`src/inc/uct_pkg.sv`:
```
// package for the usb control, token and frame register block
// assumes one 40 mhz clock and a plain address/strobe register port
`default_nettype none
package uct_pkg;
  // register byte offsets; each is four times the register index
  localparam logic [7:0] OFS_CONTROL = 8'h00;
  localparam logic [7:0] OFS_ADDRESS = 8'h04;
  localparam logic [7:0] OFS_FRAME_LO = 8'h08;
  localparam logic [7:0] OFS_FRAME_HI = 8'h0c;
  localparam logic [7:0] OFS_TOKEN = 8'h10;
  localparam logic [7:0] OFS_LINK = 8'h14;
  // usb_control field positions and the address low-speed bit
  localparam int CTL_EN_BIT = 0;
  localparam int CTL_PPRST_BIT = 1;
  localparam int CTL_RESUME_BIT = 2;
  localparam int CTL_HOST_BIT = 3;
  localparam int CTL_BUSY_BIT = 5;
  localparam int ADDR_LS_BIT = 7;
  // reset values
  localparam logic [7:0] CTL_RST = 8'h00;
  localparam logic [7:0] ADDR_RST = 8'h00;
  localparam logic [7:0] TOK_RST = 8'h00;
  // token type codes
  localparam logic [3:0] PID_SETUP = 4'hd;
  localparam logic [3:0] PID_IN = 4'h9;
  localparam logic [3:0] PID_OUT = 4'h1;
  // timing
  localparam int CLK_HZ = 40000000;
  localparam int FRAME_US = 1000;
  localparam int FRAME_CYC = CLK_HZ / 1000000 * FRAME_US;
  localparam int EOP_LS_NS = 1330;
  localparam int EOP_CYC = (EOP_LS_NS * 40 + 999) / 1000;
  // token launch carrier
  typedef struct packed {
    logic [3:0] pid;
    logic [3:0] endpoint;
    logic [6:0] address;
    logic low_speed;
  } uct_token_t;
  typedef enum logic [1:0] {
    TK_IDLE = 2'b00,
    TK_BUSY = 2'b01
  } uct_tok_state_t;
endpackage : uct_pkg
`default_nettype wire

```
`src/design/uct_regs.sv`:
```
// control, address, frame and token registers of a dual-role usb block
// assumes the link engine reports token completion and received frames
//
// The register offsets and the strobed register port were left to the implementer.
`default_nettype none
module uct_regs #(
  parameter int FRAME_CYCLES = uct_pkg::FRAME_CYC
) (
  // clock and reset
  input wire logic clk_i,
  input wire logic sys_rst_i,
  // register port
  input wire logic [7:0] reg_addr_i,
  input wire logic [31:0] reg_wdata_i,
  input wire logic reg_we_i,
  input wire logic reg_re_i,
  output logic [31:0] reg_rdata_o,
  // link engine status
  input wire logic token_done_i,
  input wire logic sof_rx_i,
  input wire logic [10:0] sof_frame_i,
  // link engine control
  output uct_pkg::uct_token_t token_o,
  output logic token_start_o,
  output logic sof_send_o,
  output logic module_en_o,
  output logic host_en_o,
  output logic host_logic_rst_o,
  output logic pp_reset_o,
  output logic resume_o,
  output logic ls_eop_o
);
  import uct_pkg::*;

  logic [7:0] ctl_q;
  logic [7:0] addr_q;
  logic [7:0] tok_q;
  logic [10:0] frame_q;
  uct_tok_state_t tk_q;
  uct_tok_state_t tk_d;
  logic [31:0] rdata_d;
  logic sof_done;
  logic eop_busy;
  logic eop_done;
  logic sof_timer_busy;

  // write decode
  wire wr_ctl = reg_we_i && (reg_addr_i == OFS_CONTROL);
  wire wr_addr = reg_we_i && (reg_addr_i == OFS_ADDRESS);
  wire wr_tok = reg_we_i && (reg_addr_i == OFS_TOKEN);
  // read decode, used by the read-back checks
  wire rd_ctl = reg_re_i && (reg_addr_i == OFS_CONTROL);
  wire rd_addr = reg_re_i && (reg_addr_i == OFS_ADDRESS);
  wire rd_flo = reg_re_i && (reg_addr_i == OFS_FRAME_LO);
  wire rd_fhi = reg_re_i && (reg_addr_i == OFS_FRAME_HI);
  wire rd_link = reg_re_i && (reg_addr_i == OFS_LINK);
  wire host = ctl_q[CTL_HOST_BIT];
  wire busy = (tk_q == TK_BUSY);
  wire pid_ok = (reg_wdata_i[7:4] == PID_SETUP) || (reg_wdata_i[7:4] == PID_IN) ||
    (reg_wdata_i[7:4] == PID_OUT);
  wire launch = wr_tok && host && pid_ok && !busy && !host_logic_rst_o;
  wire host_toggle = wr_ctl && (reg_wdata_i[CTL_HOST_BIT] != host);
  wire resume_fall = wr_ctl && host && ctl_q[CTL_RESUME_BIT] &&
    !reg_wdata_i[CTL_RESUME_BIT];
  // frame-start timer runs only in host role with bit 0 set
  wire sof_run = host && ctl_q[CTL_EN_BIT] && !host_logic_rst_o;
  // reload at first enable and at every expiry
  wire sof_start = sof_run && (!sof_timer_busy || sof_done);
  wire [7:0] ctl_rd = {2'b00, busy, ctl_q[4:0]};

  // token state: busy until the engine reports done
  always_comb begin
    tk_d = tk_q;
    unique case (tk_q)
      TK_IDLE: if (launch) tk_d = TK_BUSY;
      TK_BUSY: if (token_done_i || host_logic_rst_o) tk_d = TK_IDLE;
      default: tk_d = TK_IDLE;
    endcase
  end

  // read mux; unmapped reads return zero
  always_comb begin
    rdata_d = 32'h0;
    unique case (reg_addr_i)
      OFS_CONTROL: rdata_d = {24'h0, ctl_rd};
      OFS_ADDRESS: rdata_d = {24'h0, addr_q};
      OFS_FRAME_LO: rdata_d = {24'h0, frame_q[7:0]};
      OFS_FRAME_HI: rdata_d = {29'h0, frame_q[10:8]};
      OFS_TOKEN: rdata_d = {24'h0, tok_q};
      OFS_LINK: rdata_d = {31'h0, eop_busy};
      default: rdata_d = 32'h0;
    endcase
  end

  // control register
  always_ff @(posedge clk_i) begin
    if (sys_rst_i) begin
      ctl_q <= CTL_RST;
    end else if (wr_ctl) begin
      ctl_q <= {3'b000, reg_wdata_i[4:0]};
    end
  end

  // address register, low speed at bit 7
  always_ff @(posedge clk_i) begin
    if (sys_rst_i) begin
      addr_q <= ADDR_RST;
    end else if (wr_addr) begin
      addr_q <= reg_wdata_i[7:0];
    end
  end

  // token register and state
  always_ff @(posedge clk_i) begin
    if (sys_rst_i) begin
      tok_q <= TOK_RST;
      tk_q <= TK_IDLE;
    end else begin
      if (wr_tok && !busy) tok_q <= reg_wdata_i[7:0];
      tk_q <= tk_d;
    end
  end

  // frame number loaded on received frame-start
  always_ff @(posedge clk_i) begin
    if (sys_rst_i) begin
      frame_q <= 11'h0;
    end else if (sof_rx_i) begin
      frame_q <= sof_frame_i;
    end
  end

  // outputs, each from a flip-flop
  always_ff @(posedge clk_i) begin
    if (sys_rst_i) begin
      reg_rdata_o <= 32'h0;
      token_o <= '0;
      token_start_o <= 1'b0;
      sof_send_o <= 1'b0;
      module_en_o <= 1'b0;
      host_en_o <= 1'b0;
      host_logic_rst_o <= 1'b0;
      pp_reset_o <= 1'b0;
      resume_o <= 1'b0;
      ls_eop_o <= 1'b0;
    end else begin
      reg_rdata_o <= reg_re_i ? rdata_d : 32'h0;
      token_start_o <= launch;
      // speed and address go with the token
      if (launch) begin
        token_o <= '{pid: reg_wdata_i[7:4], endpoint: reg_wdata_i[3:0],
          address: addr_q[6:0], low_speed: addr_q[ADDR_LS_BIT]};
      end
      sof_send_o <= sof_done;
      module_en_o <= !host && ctl_q[CTL_EN_BIT];
      host_en_o <= host;
      // one-cycle host logic reset on toggle
      host_logic_rst_o <= host_toggle;
      // pointer reset held while bit set
      pp_reset_o <= wr_ctl ? reg_wdata_i[CTL_PPRST_BIT] : ctl_q[CTL_PPRST_BIT];
      resume_o <= wr_ctl ? reg_wdata_i[CTL_RESUME_BIT] : ctl_q[CTL_RESUME_BIT];
      ls_eop_o <= resume_fall || (eop_busy && !eop_done);
    end
  end

  // millisecond frame-start timer; the restart costs one cycle, so count one less
  uct_pulse_timer #(
    .COUNT(FRAME_CYCLES - 1)
  ) u_sof_timer (
    .clk_i(clk_i),
    .sys_rst_i(sys_rst_i),
    .run_i(sof_run),
    .start_i(sof_start),
    .busy_o(sof_timer_busy),
    .done_o(sof_done)
  );

  // low-speed eop length timer
  uct_pulse_timer #(
    .COUNT(EOP_CYC)
  ) u_eop_timer (
    .clk_i(clk_i),
    .sys_rst_i(sys_rst_i),
    .run_i(1'b1),
    .start_i(resume_fall),
    .busy_o(eop_busy),
    .done_o(eop_done)
  );
endmodule : uct_regs
`default_nettype wire

```
`src/design/uct_pulse_timer.sv`:
```
// counts down a fixed number of cycles and pulses at the end
// assumes start is a one-cycle pulse; restart reloads the count
`default_nettype none
module uct_pulse_timer #(
  parameter int COUNT = 40000
) (
  // clock and reset
  input wire logic clk_i,
  input wire logic sys_rst_i,
  // control
  input wire logic run_i,
  input wire logic start_i,
  // result
  output logic busy_o,
  output logic done_o
);
  localparam int W = $clog2(COUNT + 1);
  logic [W-1:0] cnt_q;
  // reload, count down, pulse at the bottom
  always_ff @(posedge clk_i) begin
    if (sys_rst_i || !run_i) begin
      cnt_q <= '0;
      busy_o <= 1'b0;
      done_o <= 1'b0;
    end else begin
      done_o <= busy_o && (cnt_q == W'(1));
      if (start_i) begin
        cnt_q <= W'(COUNT);
        busy_o <= 1'b1;
      end else if (busy_o) begin
        cnt_q <= cnt_q - W'(1);
        busy_o <= (cnt_q != W'(1));
      end
    end
  end
endmodule : uct_pulse_timer
`default_nettype wire

```
`config.mk`:
```
export PLATFORM = sky130hd
export DESIGN_NAME = uct_regs
export DESIGN_NICKNAME = d
export VERILOG_FILES = /design/src/inc/uct_pkg.sv /design/src/design/uct_regs.sv /design/src/design/uct_pulse_timer.sv
export SDC_FILE = /design/constraint.sdc
export NUM_CORES = 1
export LEC_CHECK = 0
export BUFFER_PORTS_ARGS = -buffer_cell sky130_fd_sc_hd__buf_2
export CAP_MARGIN = 25
export CORE_MARGIN = 2
export CORE_UTILIZATION = 45
export CTS_CLUSTER_DIAMETER = 60
export CTS_CLUSTER_SIZE = 10
export DETAILED_ROUTE_END_ITERATION = 7
export PLACE_DENSITY = 0.74
export SETUP_SLACK_MARGIN = 0.05
export SYNTH_ARGS = -nofsm -noshare
export SYNTH_HDL_FRONTEND = slang
export SYNTH_SLANG_ARGS = --single-unit
```
`constraint.sdc`:
```
create_clock -name clk_i -period 1.8 [get_ports clk_i]
set_input_delay 0.18 -clock clk_i [delete_from_list [all_inputs] [get_ports clk_i]]
set_output_delay 0.18 -clock clk_i [all_outputs]
set_load 0.02 [all_outputs]
```
# ---- Word-level counts from Yosys, hierarchy flattened
# Cells that the tools add are included.
dict set report word_totals {
  ff_bits 116
  input_bits 57
  wordCells 99
}
dict set report classes {
  add_sub_neg 2
  n_eq_ne 16
  mux 14
  n_bitwise 1
  reduce_logical 40
}
# operator count
set op_table {}
lappend op_table {{8-bit one-hot mux with 6 select lines} 1}
lappend op_table {{16-bit two-way mux} 2}
lappend op_table {{1-bit logical AND} 19}
lappend op_table {{16-bit by 1-bit equality test with 1-bit output, second input constant} 1}
lappend op_table {{8-bit by 4-bit equality test with 1-bit output, second input constant} 2}
lappend op_table {{8-bit by 5-bit equality test with 1-bit output, second input constant} 2}
lappend op_table {{16-bit by 1-bit inequality test with 1-bit output, second input constant} 1}
lappend op_table {{16-bit by 1-bit subtractor with 16-bit output, second input constant} 1}
lappend op_table {{6-bit two-way mux} 2}
lappend op_table {{4-bit equality test, second input constant} 2}
lappend op_table {{8-bit by 3-bit equality test with 1-bit output, second input constant} 1}
lappend op_table {{8-bit zero test} 1}
lappend op_table {{1-bit zero test} 7}
lappend op_table {{6-bit by 1-bit equality test with 1-bit output, second input constant} 1}
lappend op_table {{1-bit logical OR} 6}
lappend op_table {{1-bit two-way mux} 6}
lappend op_table {{6-bit by 1-bit inequality test with 1-bit output, second input constant} 1}
lappend op_table {{2-bit OR reduction} 3}
lappend op_table {{6-bit by 1-bit subtractor with 6-bit output, second input constant} 1}
lappend op_table {{4-bit by 1-bit equality test with 1-bit output, second input constant} 1}
lappend op_table {{2-bit two-way mux} 2}
lappend op_table {{2-bit one-hot mux with 2 select lines} 1}
lappend op_table {{2-bit nonzero test} 2}
lappend op_table {{2-bit by 1-bit equality test with 1-bit output, second input constant} 1}
lappend op_table {{other kinds (6)} 6}

# ---- Longest topological paths before layout
dict set report depth {
  ltp_word 8
  mapped_depth 7
  depth_no_buf 6
}

# ---- Hierarchy
# Synthesis repeated with hierarchy kept, for this count alone.
dict set report unflattened {
  cells_unflattened 414
  area_unflattened_um2 4157.7
}
# mod instances cells_each area_each_um2 seq_area_each_um2
set modules_own_cells {}
lappend modules_own_cells {uct_regs 1 286 2874.0 1301.2}
lappend modules_own_cells {{uct_pulse_timer at u_sof_timer} 1 90 900.9 360.3}
lappend modules_own_cells {{uct_pulse_timer at u_eop_timer} 1 38 382.9 160.2}

# ---- Worst setup path after synthesis
# OpenSTA, ideal clock, no wires.
dict set report synth_path {
  path_kind {input to register}
  start {input reg_addr_i[1]}
  end {register u_eop_timer.cnt_q[0]}
  t_arrival_ns 1.696
  required_time_ns 1.684
  setup_slack_ns -0.012
  cell_stages 5
  path_buffers 1
  path_cell_list {or4_1 buf_2 nor4_4 nand4b_4 and3b_1}
}
dict set report synth_via {
  elab_chain_cells 6
}
# item line
set synth_rtl {}
lappend synth_rtl {{start, declared} uct_regs.sv:13} ;# input wire logic [7:0] reg_addr_i,
lappend synth_rtl {{8-bit zero test} uct_regs.sv:48} ;# wire wr_ctl = reg_we_i && (reg_addr_i == OFS_CONTROL);
lappend synth_rtl {{1-bit logical AND} uct_regs.sv:48}
lappend synth_rtl {{1-bit logical AND (3 in a row)} uct_regs.sv:63} ;# wire resume_fall = wr_ctl && host && ctl_q[CTL_RESUME_BIT] &&
lappend synth_rtl {{2-bit OR reduction (no source line)} -}
lappend synth_rtl {{end signal, assigned} uct_pulse_timer.sv:28} ;# cnt_q <= W'(COUNT);
lappend synth_rtl {{end signal, assigned} uct_pulse_timer.sv:31} ;# cnt_q <= cnt_q - W'(1);
lappend synth_rtl {{end, declared} uct_pulse_timer.sv:18} ;# logic [W-1:0] cnt_q;
# No other way between the ends.
# A chain may end at the register's enable or synchronous reset.

# ---- Worst setup path in the final report
dict set report layout_path {
  start {register u_sof_timer.cnt_q[1]}
  end {register u_sof_timer.cnt_q[12]}
}
dict set report layout_via {
  elab_chain_cells 3
}
# item line
set layout_rtl {}
lappend layout_rtl {{start, declared} uct_pulse_timer.sv:18}
lappend layout_rtl {{start signal, assigned} uct_pulse_timer.sv:28}
lappend layout_rtl {{start signal, assigned} uct_pulse_timer.sv:31}
lappend layout_rtl {{16-bit by 1-bit subtractor with 16-bit output} uct_pulse_timer.sv:31}
lappend layout_rtl {{16-bit two-way mux} uct_pulse_timer.sv:30} ;# end else if (busy_o) begin
lappend layout_rtl {{16-bit two-way mux} uct_pulse_timer.sv:27} ;# if (start_i) begin
# No other way between the ends. The select of a mux whose other input is x is not followed.

==> results.sh <==
export IMPL_status="finished clean"
export IMPL_rows=34
export IMPL_vias=3261
export IMPL_ant_nets=0
export IMPL_ios=113
export IMPL_hp_class="primary input to flop"
export IMPL_portBuffers=64
export IMPL_drc=0
export IMPL_holdBufCountCts=0
export IMPL_fin_crit_ns=1.68
export IMPL_syn_inst=416
export IMPL_synth_top_area_cell="dfxtp_1"
export IMPL_cp_data_arrival_time_ns=1.96
export IMPL_wl_met2_mm=4.28
export IMPL_hold_viol=0
export IMPL_async_reset_ff_frac=0
export IMPL_skew_ns=0.0108
export IMPL_die_x_um=97.5
export IMPL_drt_met1_wl_mm=3.75
export IMPL_ir_drop_mv=0.435
export IMPL_antenna_found_initial=0
export IMPL_wl_met3_um=544
export IMPL_cts_sinks=91
export IMPL_fmax_ghz=0.595
export IMPL_die_area_mm2=0.00951
export IMPL_avgSynthCellArea_um2=9.46
export IMPL_hold_ws_ns=0.0447
export IMPL_synth_top_area_share=0.463
export IMPL_drv_cap=0
export IMPL_power_mw=3.80
export IMPL_syn_area_mm2=0.00393
export IMPL_rrSetupSlack_ns=0.12
export IMPL_clkTransAtPathRegs_ns=0.09
export IMPL_drt_pass1_iterations=4
export IMPL_area_growth_pct=18.7
export IMPL_hpwlAfterDp_mm=6.38
export IMPL_cts_tree="built"
export IMPL_worstPathRequired_ns=2.08
export IMPL_place_gp_congestion=0.847
export IMPL_diodes=0
export IMPL_finalCritPeriodShare=0.934
export IMPL_cts_buffers=9
export IMPL_core_mm2=0.00859
export IMPL_ys_flop_type="dfxtp_1"
export IMPL_netlist_top_cells_area="dfxtp_1 (46%), mux2i_1 (7.1%), a21oi_1 (5.2%)"
export IMPL_ys_seq_elements=91
export IMPL_wl_per_cell_um=14.7
export IMPL_initial_core_util=0.458
export IMPL_setup_viol=0
export IMPL_routed_wirelength_mm=8.96
export IMPL_path_class="flop to flop"
export IMPL_worst_path_max_fanout=5
export IMPL_grt_max_degree=66
export IMPL_first_global_vias=3099
export IMPL_clock_latency_ns=0.36
export IMPL_routed_via_density=5.36
export IMPL_finalMaxSlewViolations=0
export IMPL_ctsHtreeMaxLevel=3
export IMPL_end_kind="flop"
export IMPL_ys_seq_area_frac=0.463
export IMPL_synth_edff_count=0
export IMPL_drive_gt1_frac=0.242
export IMPL_clock_root_buffer="clkbuf_8"
export IMPL_grtUsageTotal=0.192
export IMPL_fin_setup_tns_ns=0
export IMPL_power_per_cell_area_mw_per_mm2=814
export IMPL_clockBufferDepth=2
export IMPL_utilization=0.544
export IMPL_worst_setup_path_start_kind="flop"
export IMPL_grt_pass1_wl_mm=14.7
export IMPL_p_leak_nw=1.87
export IMPL_drt_iter0_drc=196
export IMPL_chipHeight_um=97.5
export IMPL_highest_layer="met4"
export IMPL_ys_types=47
export IMPL_grt_ovfl_total=0
export IMPL_fin_nets=556
export IMPL_yosys_warnings=0
## stage by stage
step / setup WS, ns / cells / cell area (um^2)
6_report: 0.119 / 608 / 4670
5_1_grt: -0.00484 / 608 / 4670
4_1_cts: 0.0860 / 607 / 4660
3_5_place_dp: -0.0520 / 591 / 4430
3_3_place_gp: -0.0317 / 591 / 4430
2_1_floorplan: -0.00881 / 439 / 4030
## repair_timing
item	in CTS	in global routing
endpoints found under the hold margin	0	0
setup endpoints to repair	0	1
buffers inserted	0	1
gates resized for setup	0	1
## Yosys cell counts (3+ instances only)
master	instances
mux4_2	3
xnor2_1	8
nand4_1	3
inv_1	5
clkbuf_1	16
nor3b_1	5
a21oi_1	41
nand2b_1	3
nor3_1	5
a22oi_1	7
o21ai_0	4
nand3_1	17
nor4_4	3
nand4b_1	3
and3b_1	3
nor2b_1	5
buf_2	3
nor4b_1	3
xor2_1	12
mux2i_1	28
dfxtp_1	91
o2bb2ai_1	3
o21ai_1	12
nor4_1	4
nor2_1	46
buf_4	24
ha_1	4
nand3b_1	4
nand2_1	28
## critical path, cell delays in order, from the launching register on
cell and delay [ns]:
dfxtp_1 0.35, inv_1 0.10, ha_1 0.18, nor4bb_2 0.34
buf_4 0.20, nand4b_1 0.10, xor2_1 0.15, a21oi_1 0.17
## sequential cells by signal, indices dropped and copies added (netlist names), 5 cells and up
name,flops
u_eop_timer.cnt_q,6
reg_rdata_o,8
ctl_q,5
token_o,16
tok_q,8
addr_q,8
u_sof_timer.cnt_q,16
frame_q,11
## final timing paths
path,startpoint,end,cells past startpoint
max reg2reg,u_sof_timer.cnt_q[1],u_sof_timer.cnt_q[12],7
min,sof_frame_i[6],frame_q[6],3
min reg2reg,tok_q[6],tok_q[6],2
max,u_sof_timer.cnt_q[1],u_sof_timer.cnt_q[12],7
## final cells by class
cell class | count | area, um^2
Clock buffer | 11 | 141
Multi-Input combinational cell | 297 | 1910
Clock inverter | 5 | 85.1
Sequential cell | 91 | 1820
Tap cell | 108 | 135
Inverter | 5 | 18.8
Timing Repair Buffer | 91 | 561
Fill cell | 780 | 3920
## cell usage in the layout, fill, tap and decap left out, types with 4 or more instances in the layout
| master | instances |
|---|---|
| a21oi_1 | 41 |
| dfxtp_1 | 91 |
| ha_1 | 4 |
| mux2i_1 | 28 |
| o21ai_0 | 4 |
| buf_4 | 24 |
| o21ai_1 | 12 |
| nand3b_1 | 4 |
| nand3_1 | 17 |
| a22oi_1 | 7 |
| conb_1 | 24 |
| xnor2_1 | 8 |
| nand2_1 | 28 |
| nor3_1 | 5 |
| xor2_1 | 12 |
| clkbuf_8 | 10 |
| nor3b_1 | 5 |
| nor2b_1 | 5 |
| buf_2 | 64 |
| inv_1 | 5 |
| nor4_1 | 4 |
| nor2_1 | 46 |
## logic make-up after synthesis
group | after synthesis | share of synthesized area
xor gates and xnor gates | 20 | 0.0445
muxes | 31 | 0.0884
buffers and inverters | 51 | 0.0763
and+or+nand+nor | 147 | 0.214
DFF | 91 | 0.463
AOI/OAI and AO/OA | 71 | 0.100
other | 1 | 0.000953
adders and majority gates | 4 | 0.0127
## where the power goes
| group | total, mW | switching (mW) | internal (mW) | leakage, nW |
|---|---|---|---|---|
| clock | 1.55 | 0.720 | 0.828 | 0.110 |
| sequential | 2.04 | 0.0106 | 2.03 | 0.735 |
| combinational | 0.216 | 0.138 | 0.0779 | 1.03 |
## routing by layer
layer / vias up / global-route usage
met1: 1543 / 0.232
met4: 0 / 0.125
met5: - / 0
li1: 1559 / -
met2: 130 / 0.308
met3: 29 / 0.0446
Power figures use the tool's default switching activity.
